**src/hdl/scp_pkg.sv**
```systemverilog
// Shared constants and carrier types for the smart card pin-side control block.
package scp_pkg;

  // System clock rate, used to turn times into cycle counts.
  localparam int CLK_FREQ_MHZ = 200;

  // Presence filter: a level must persist this long before it is believed.
  localparam int FILTER_TIME_NS = 5000;
  localparam int FILTER_CYCLES = (FILTER_TIME_NS * CLK_FREQ_MHZ + 999) / 1000;
  localparam int FILTER_CNT_W = 10;
  localparam logic [FILTER_CNT_W-1:0] FILTER_LAST = FILTER_CNT_W'(FILTER_CYCLES - 1);

  // Positions of the auxiliary lines in the chip-select identification value.
  localparam int ID_BIT0_POS = 0;
  localparam int ID_BIT1_POS = 1;

  // Reset values.
  localparam logic [1:0] AUX_FORCE_RST = 2'h3;
  localparam logic DET_FILT_RST = 1'h1;
  localparam logic CARD_RST_RST = 1'h0;
  localparam logic SLOPE_FAST_RST = 1'h0;

  // Direction state of the serial line translator.
  typedef enum logic [3:0] {
    IO_IDLE = 4'h1,
    IO_HOST = 4'h2,
    IO_CARD = 4'h4,
    IO_REL  = 4'h8
  } scp_io_state_e;

  // Card supply and activation status, from the supply sequencer.
  typedef struct packed {
    logic on;
    logic starting;
    logic active;
  } scp_supply_s;

  // Settings programmed by the host through its serial command.
  typedef struct packed {
    logic slope_fast;
    logic det_active_high;
    logic special_mode;
    logic sync_mode;
  } scp_cfg_s;

endpackage : scp_pkg

```
**src/hdl/scp_card_pins.sv**
```systemverilog
// Card-side pin logic: auxiliary lines, card clock, reset, serial data and presence.
//
// Functional notes
// - Second aux line is identification bit 1.
// - First aux line is identification bit 0.
// - Second aux line driven open-drain only.
// - Async input reads: grounded zero, else one.
// - Sync mode reads return last forced level.
// - Card clock comes from clock selector.
// - Card clock low during startup or no supply.
// - Host picks clock slope; device applies it.
// - Presence input pulled high, active low default.
// - Presence input filtered against short spikes.
// - Host sets presence polarity; device obeys.
// - Normal mode: status high when card inserted.
// - Special mode: status mirrors filtered input level.
// - Host reset level translated to card reset.
// - Card reset follows host only while selected.
// - Card reset grounded whenever card deactivated.
// - Serial line translated in both directions.
// - Serial line low during startup or no supply.
`timescale 1ns/10ps
`default_nettype none
module scp_card_pins (
  input wire logic clk_sys,
  input wire logic rst_n,
  input wire scp_pkg::scp_supply_s supply,
  input wire scp_pkg::scp_cfg_s cfg,
  input wire logic cs_n,
  input wire logic clk_select_in,
  input wire logic host_reset_req,
  input wire logic aux_write_valid,
  input wire logic [1:0] aux_write_data,
  input wire logic aux_line_id_bit0_in,
  output logic aux_line_id_bit0_out,
  output logic aux_line_id_bit0_oe_n,
  input wire logic aux_line_id_bit1_in,
  output logic aux_line_id_bit1_out,
  output logic aux_line_id_bit1_oe_n,
  output logic [1:0] cs_id_value,
  output logic card_clock_out,
  output logic card_clock_slope_fast,
  output logic card_reset_out,
  input wire logic host_io_in,
  output logic host_io_out,
  output logic host_io_oe_n,
  input wire logic card_serial_line_in,
  output logic card_serial_line_out,
  output logic card_serial_line_oe_n,
  input wire logic card_presence_input,
  output logic card_present,
  output logic presence_status_bit
);

  // Reads an auxiliary line: in sync mode the pin is not trusted as data.
  function automatic logic aux_level(input logic sync, input logic forced, input logic pin);
    aux_level = sync ? forced : pin;
  endfunction : aux_level

  // Presence as the host's polarity setting interprets the filtered pin.
  function automatic logic presence_level(input logic active_high, input logic level);
    presence_level = active_high ? level : !level;
  endfunction : presence_level

  logic supply_ready;
  logic [1:0] aux_force_q;
  logic [1:0] cs_id_q;
  logic card_clock_q;
  logic slope_fast_q;
  logic card_reset_q;
  scp_pkg::scp_io_state_e io_state_q;
  scp_pkg::scp_io_state_e io_state_d;
  logic host_oe_n_q;
  logic card_oe_n_q;
  logic det_filt;
  logic present_q;
  logic status_q;

  // Card pins are only live with the supply up and its startup finished.
  assign supply_ready = supply.on && !supply.starting;

  // ---------------------------------------------------------------------
  // Auxiliary lines.
  // ---------------------------------------------------------------------

  // The forced level is what a write to the card last asked for; released
  // (one) after reset so the external pull-up sets the idle level.
  always_ff @(posedge clk_sys or negedge rst_n) begin
    if (!rst_n) begin
      aux_force_q <= scp_pkg::AUX_FORCE_RST;
    end else if (aux_write_valid) begin
      aux_force_q <= aux_write_data;
    end
  end

  // Open-drain only: the output value is always zero and a one is made by
  // letting go, so no push-pull fight with the card is possible.
  assign aux_line_id_bit1_out = 1'b0;
  assign aux_line_id_bit0_out = 1'b0;
  assign aux_line_id_bit1_oe_n = !supply_ready || aux_force_q[scp_pkg::ID_BIT1_POS];
  assign aux_line_id_bit0_oe_n = !supply_ready || aux_force_q[scp_pkg::ID_BIT0_POS];

  // The pin is read in positive logic; a floating pin reads one because
  // the pull-up lifts it, so no inversion is applied here.
  always_ff @(posedge clk_sys or negedge rst_n) begin
    if (!rst_n) begin
      cs_id_q <= scp_pkg::AUX_FORCE_RST;
    end else begin
      cs_id_q[scp_pkg::ID_BIT1_POS] <= aux_level(cfg.sync_mode,
        aux_force_q[scp_pkg::ID_BIT1_POS], aux_line_id_bit1_in);
      cs_id_q[scp_pkg::ID_BIT0_POS] <= aux_level(cfg.sync_mode,
        aux_force_q[scp_pkg::ID_BIT0_POS], aux_line_id_bit0_in);
    end
  end

  assign cs_id_value = cs_id_q;

  // ---------------------------------------------------------------------
  // Card clock.
  // ---------------------------------------------------------------------

  // The selector output is retimed by one flop; this adds one cycle of
  // delay but keeps the pin free of gating glitches.
  always_ff @(posedge clk_sys or negedge rst_n) begin
    if (!rst_n) begin
      card_clock_q <= 1'b0;
    end else if (!supply_ready) begin
      card_clock_q <= 1'b0;
    end else begin
      card_clock_q <= clk_select_in;
    end
  end

  always_ff @(posedge clk_sys or negedge rst_n) begin
    if (!rst_n) begin
      slope_fast_q <= scp_pkg::SLOPE_FAST_RST;
    end else begin
      slope_fast_q <= cfg.slope_fast;
    end
  end

  assign card_clock_out = card_clock_q;
  assign card_clock_slope_fast = slope_fast_q;

  // ---------------------------------------------------------------------
  // Card reset.
  // ---------------------------------------------------------------------

  // With chip select high the last passed level is held, so several
  // couplers can share one host reset line.
  always_ff @(posedge clk_sys or negedge rst_n) begin
    if (!rst_n) begin
      card_reset_q <= scp_pkg::CARD_RST_RST;
    end else if (!supply.active || !supply_ready) begin
      card_reset_q <= 1'b0;
    end else if (!cs_n) begin
      card_reset_q <= host_reset_req;
    end
  end

  assign card_reset_out = card_reset_q;

  // ---------------------------------------------------------------------
  // Serial data translator.
  // ---------------------------------------------------------------------

  // Whichever side pulls low first owns the line until it lets go. The
  // release state waits for both wires to read high again; otherwise our
  // own slowly released drive would be seen as the far side talking.
  always_comb begin
    io_state_d = io_state_q;
    case (io_state_q)
      scp_pkg::IO_IDLE: begin
        if (!host_io_in) begin
          io_state_d = scp_pkg::IO_HOST;
        end else if (!card_serial_line_in) begin
          io_state_d = scp_pkg::IO_CARD;
        end
      end
      scp_pkg::IO_HOST: begin
        if (host_io_in) begin
          io_state_d = scp_pkg::IO_REL;
        end
      end
      scp_pkg::IO_CARD: begin
        if (card_serial_line_in) begin
          io_state_d = scp_pkg::IO_REL;
        end
      end
      scp_pkg::IO_REL: begin
        if (host_io_in && card_serial_line_in) begin
          io_state_d = scp_pkg::IO_IDLE;
        end
      end
      default: begin
        io_state_d = scp_pkg::IO_IDLE;
      end
    endcase
    if (!supply_ready) begin
      io_state_d = scp_pkg::IO_REL;
    end
  end

  always_ff @(posedge clk_sys or negedge rst_n) begin
    if (!rst_n) begin
      io_state_q <= scp_pkg::IO_REL;
    end else begin
      io_state_q <= io_state_d;
    end
  end

  always_ff @(posedge clk_sys or negedge rst_n) begin
    if (!rst_n) begin
      card_oe_n_q <= 1'b0;
      host_oe_n_q <= 1'b1;
    end else if (!supply_ready) begin
      card_oe_n_q <= 1'b0;
      host_oe_n_q <= 1'b1;
    end else begin
      card_oe_n_q <= !(io_state_d == scp_pkg::IO_HOST);
      host_oe_n_q <= !(io_state_d == scp_pkg::IO_CARD);
    end
  end

  assign card_serial_line_out = 1'b0;
  assign card_serial_line_oe_n = card_oe_n_q;
  assign host_io_out = 1'b0;
  assign host_io_oe_n = host_oe_n_q;

  // ---------------------------------------------------------------------
  // Card presence.
  // ---------------------------------------------------------------------

  // The weak pull-up is outside; an open switch therefore reads high,
  // which is why the filter and the default polarity start at high/low.
  scp_glitch_filter u_det_filter (
    .clk_sys(clk_sys),
    .rst_n(rst_n),
    .raw_in(card_presence_input),
    .filt_out(det_filt)
  );

  // The host must program the polarity to suit the fitted switch; a
  // wrong setting simply inverts the presence answer.
  always_ff @(posedge clk_sys or negedge rst_n) begin
    if (!rst_n) begin
      present_q <= 1'b0;
    end else begin
      present_q <= presence_level(cfg.det_active_high, det_filt);
    end
  end

  always_ff @(posedge clk_sys or negedge rst_n) begin
    if (!rst_n) begin
      status_q <= 1'b0;
    end else if (cfg.special_mode) begin
      status_q <= det_filt;
    end else begin
      status_q <= presence_level(cfg.det_active_high, det_filt);
    end
  end

  assign card_present = present_q;
  assign presence_status_bit = status_q;
endmodule : scp_card_pins
`default_nettype wire

```
**src/hdl/scp_glitch_filter.sv**
```systemverilog
// Spike filter for the card presence input.
`timescale 1ns/10ps
`default_nettype none
module scp_glitch_filter (
  input wire logic clk_sys,
  input wire logic rst_n,
  input wire logic raw_in,
  output logic filt_out
);

  logic [scp_pkg::FILTER_CNT_W-1:0] cnt_q;
  logic filt_q;

  // The counter restarts whenever input and output agree, so any spike shorter
  // than the filter interval leaves the output untouched.
  always_ff @(posedge clk_sys or negedge rst_n) begin
    if (!rst_n) begin
      cnt_q <= '0;
    end else if (raw_in == filt_q || cnt_q == scp_pkg::FILTER_LAST) begin
      cnt_q <= '0;
    end else begin
      cnt_q <= cnt_q + 1'b1;
    end
  end

  always_ff @(posedge clk_sys or negedge rst_n) begin
    if (!rst_n) begin
      filt_q <= scp_pkg::DET_FILT_RST;
    end else if (raw_in != filt_q && cnt_q == scp_pkg::FILTER_LAST) begin
      filt_q <= raw_in;
    end
  end

  assign filt_out = filt_q;

endmodule : scp_glitch_filter
`default_nettype wire

```
**config.mk**
```make
export PLATFORM = sky130hd
export DESIGN_NAME = scp_card_pins
export DESIGN_NICKNAME = d
export VERILOG_FILES = /design/src/hdl/scp_pkg.sv /design/src/hdl/scp_card_pins.sv /design/src/hdl/scp_glitch_filter.sv
export SDC_FILE = /design/constraint.sdc
export NUM_CORES = 1
export LEC_CHECK = 0
export BUFFER_PORTS_ARGS = -buffer_cell sky130_fd_sc_hd__buf_2
export CAP_MARGIN = 5
export CORE_ASPECT_RATIO = 1.4
export CORE_MARGIN = 4
export CORE_UTILIZATION = 54
export DETAILED_ROUTE_END_ITERATION = 8
export MAX_ROUTING_LAYER = met4
export PLACE_DENSITY = 0.89
export SYNTH_ARGS = -nofsm -noshare
export SYNTH_HDL_FRONTEND = slang
export SYNTH_HIERARCHICAL = 1
export SYNTH_SLANG_ARGS = --single-unit
```
**constraint.sdc**
```tcl
create_clock -name clk_sys -period 3.6 [get_ports clk_sys]
set_clock_uncertainty 0.05 [all_clocks]
set_input_delay 0.18 -clock clk_sys [delete_from_list [all_inputs] [get_ports clk_sys]]
set_output_delay 0.18 -clock clk_sys [all_outputs]
set_load 0.1 [all_outputs]
```
==> qor.yml <==
floorplan:
  core_area_um2: 2180
  die_area_um2: 3140
  rows: 20
  io_pins: 35
  die_y_um: 64.7
  initial_core_util: 0.570
  die_w_um: 48.5
setup_path:
  crit_path_top_delay_cell: "or4bb_2"
  crit_required_ns: 3.75
  cp-end-kind: "register"
  critical_path_class: "reg -> reg"
  rrSetupSlack_ns: 1.94
  worstPathMaxFanout: 5
  cpPeakStageDelay_ns: 0.62
  worstReg2RegStart: "u_det_filter/cnt_q[0]"
  cp_top_family: "simple AND/OR/NAND/NOR gates"
  arrival_ns: 1.81
  start_kind: "register"
  r2r-end: "u_det_filter/cnt_q[9]"
  crit_buf_inv: 0
  r2r_cells: 4
  crit_chain: "ha_1, or4bb_2, o211ai_1, a31oi_1"
sta:
  fmax_ghz: 0.603
  fin_crit_ns: 1.66
  period_share: 0.461
  finalSetupTns_ns: 0
  slew_headroom: 0.633
  rsz0062_at_grt: "false"
  hold_viol_final: 0
  setup_viol: 0
  worst_slew_pin_slew_ns: 0.550
  layout_setup_ws_ns: 1.94
  report.final.slew_viol_count: 0
power:
  total_power_mw: 0.598
  peakVddDrop_mv: 0.287
  powerDensity_nw_per_um2: 407
  p_leak_nw: 0.653
clock_tree:
  post_cts_buffers: 0
  htreeDepth: 1
  cts_root_buffer: "clkbuf_4"
  cts_tree: "yes"
  clk-insertion-delay-late_ns: 0.31
  cts_inserted_buffers: 3
  clk_path_buf_depth: 2
  clkTransAtPathRegs_ns: 0.13
  clock_sinks: 26
yosys:
  ys_types: 40
  synth_ff_type: "dfrtp_1"
  seq_area_frac_synth: 0.531
  synth_area_per_cell_um2: 11.5
  yosys_warnings: 6
  ys_ff_latch: 26
  synth_edf_count: 0
  synth_async_sr_flop_share: 1.00
  synthCells: 108
  syn_area_um2: 1240
global_routing:
  grtUsageTotal: 0.157
  grt_pass1_vias: 946
  grt_start_max_net_pins: 27
  grt_overflow: 0
  antenna_found_initial: 0
  grt_pass1_wl_um: 3980
cells_and_area:
  final_common_cell: "buf_2"
  seq_area_um2: 659
  mostFrequentLayoutCells: "buf_2, dfrtp_1, nor2_1"
  nNetsFinal: 167
  fillCellCount: 157
  area.growth.synth_to_final_pct: 18.3
  drive_gt1_frac: 0.366
  fin_area_um2: 1470
  multi_input_area_um2: 548
  antennaDiodeCount: 0
  fin_cells: 167
detailed_routing:
  routedWlPerCell_um: 13.7
  drt-initial-drc-count: 28
  routed_via_density: 5.51
  first_pass_iters: 4
  wl_um: 2290
  drt.antenna.violating_nets: 0
  route.detailed.drc: 0
  num_vias: 920
place:
  dpl.hpwl_um: 1790
  gp_congestion: 0.746
  dpl_cell_area_um2: 1390
  io_buffers: 30
  post-place-ws_ns: 1.96
  dpl.cell_count: 158
min_path:
  min-delay-start: "clk_select_in"
  hold_path.class: "in -> reg"
  whs_path_depth: 2
  min_to: "card_clock_out"
status:
  status: "complete, no violations"
run:
  drv_cap: 0
[stage by stage]
step | hold WS (ns) | utilization
after global routing | 0.00726 | 0.675
after CTS | 0.00642 | 0.670
final | 0.0216 | 0.675
after global placement | 0.147 | 0.640
after floorplan | -0.166 | -
after detailed placement | 0.155 | 0.640
[report_power, final]
part           leakage [nW]  internal, mW  switching (mW)
logic                 0.311        0.0374           0.106
registers             0.327         0.314          0.0160
clock network        0.0150        0.0433          0.0809
total                 0.653         0.395           0.203
[area by class of cell]
class | instances | area share
repair buffers | 35 | 0.136
well taps | 22 | 0.0187
inverters | 2 | 0.00511
clock buffers | 4 | 0.0179
multi-input cells | 78 | 0.373
flip-flops and latches | 26 | 0.449
[layer usage]
layer / global-route usage / share of wire / routed length, µm
met5: - / 0 / 0
met4: 0.0471 / 0.011 / 25
met3: 0.0184 / 0.036 / 82
met2: 0.297 / 0.57 / 1310
met1: 0.169 / 0.38 / 876
[synthesized netlist by cell type (2+ instances only)]
| cell | count | area, µm² |
|---|---|---|
| o21ai_0 | 2 | 10.0 |
| or4_1 | 4 | 30.0 |
| nand3_1 | 4 | 20.0 |
| inv_1 | 2 | 7.51 |
| o31ai_1 | 2 | 15.0 |
| mux2_2 | 5 | 56.3 |
| xor2_1 | 3 | 26.3 |
| a21oi_1 | 6 | 30.0 |
| nand4_1 | 2 | 12.5 |
| nor2_1 | 8 | 30.0 |
| nor2b_1 | 2 | 12.5 |
| dfrtp_1 | 19 | 475 |
| nand2_1 | 4 | 15.0 |
| buf_4 | 5 | 37.5 |
| mux2i_1 | 3 | 30.0 |
| nand2b_1 | 3 | 18.8 |
| xnor2_1 | 4 | 35.0 |
| dfstp_2 | 7 | 184 |
| and2_1 | 2 | 12.5 |
[worst max path at each step]
stage | startpoint | end | slack, ns | depth (start not counted)
2_1_floorplan | u_det_filter/cnt_q[0] | u_det_filter/cnt_q[9] | 2.04 | 4
3_3_place_gp | u_det_filter/cnt_q[0] | u_det_filter/cnt_q[9] | 2.01 | 4
3_5_place_dp | u_det_filter/cnt_q[0] | u_det_filter/cnt_q[9] | 1.96 | 4
4_1_cts | u_det_filter/cnt_q[0] | u_det_filter/cnt_q[9] | 1.94 | 4
5_1_grt | u_det_filter/cnt_q[0] | u_det_filter/cnt_q[9] | 1.85 | 4
6_report | u_det_filter/cnt_q[0] | u_det_filter/cnt_q[9] | 1.94 | 4
[timing repair]
item | CTS | global route
gates resized for setup | 0 | 0
hold buffers | 4 | 1
hold endpoints to repair | 22 | 1
[state kept, by name (all words and copies together) (netlist names)]
signal and count:
u_det_filter/cnt_q 10, io_state_q 4, aux_force_q 2, cs_id_value 2, card_clock_out 1, card_clock_slope_fast 1
card_present 1, card_reset_out 1, card_serial_line_oe_n 1, host_io_oe_n 1, presence_status_bit 1, u_det_filter/filt_out 1
[cells by family (layout without fill, tap and decap cells)]
| family | after synthesis | after routing | share of synthesized area |
|---|---|---|---|
| AOI/OAI and AO/OA | 17 | 17 | 0.0917 |
| xor gates and xnor gates | 7 | 7 | 0.0494 |
| adders and majority gates | 1 | 1 | 0.0101 |
| buffers and inverters | 7 | 41 | 0.0363 |
| DFF | 26 | 26 | 0.531 |
| muxes | 8 | 8 | 0.0696 |
| other | 1 | 4 | 0.00302 |
| and+or+nand+nor | 41 | 41 | 0.209 |
No activity file was read; power rests on OpenSTA's default activity.
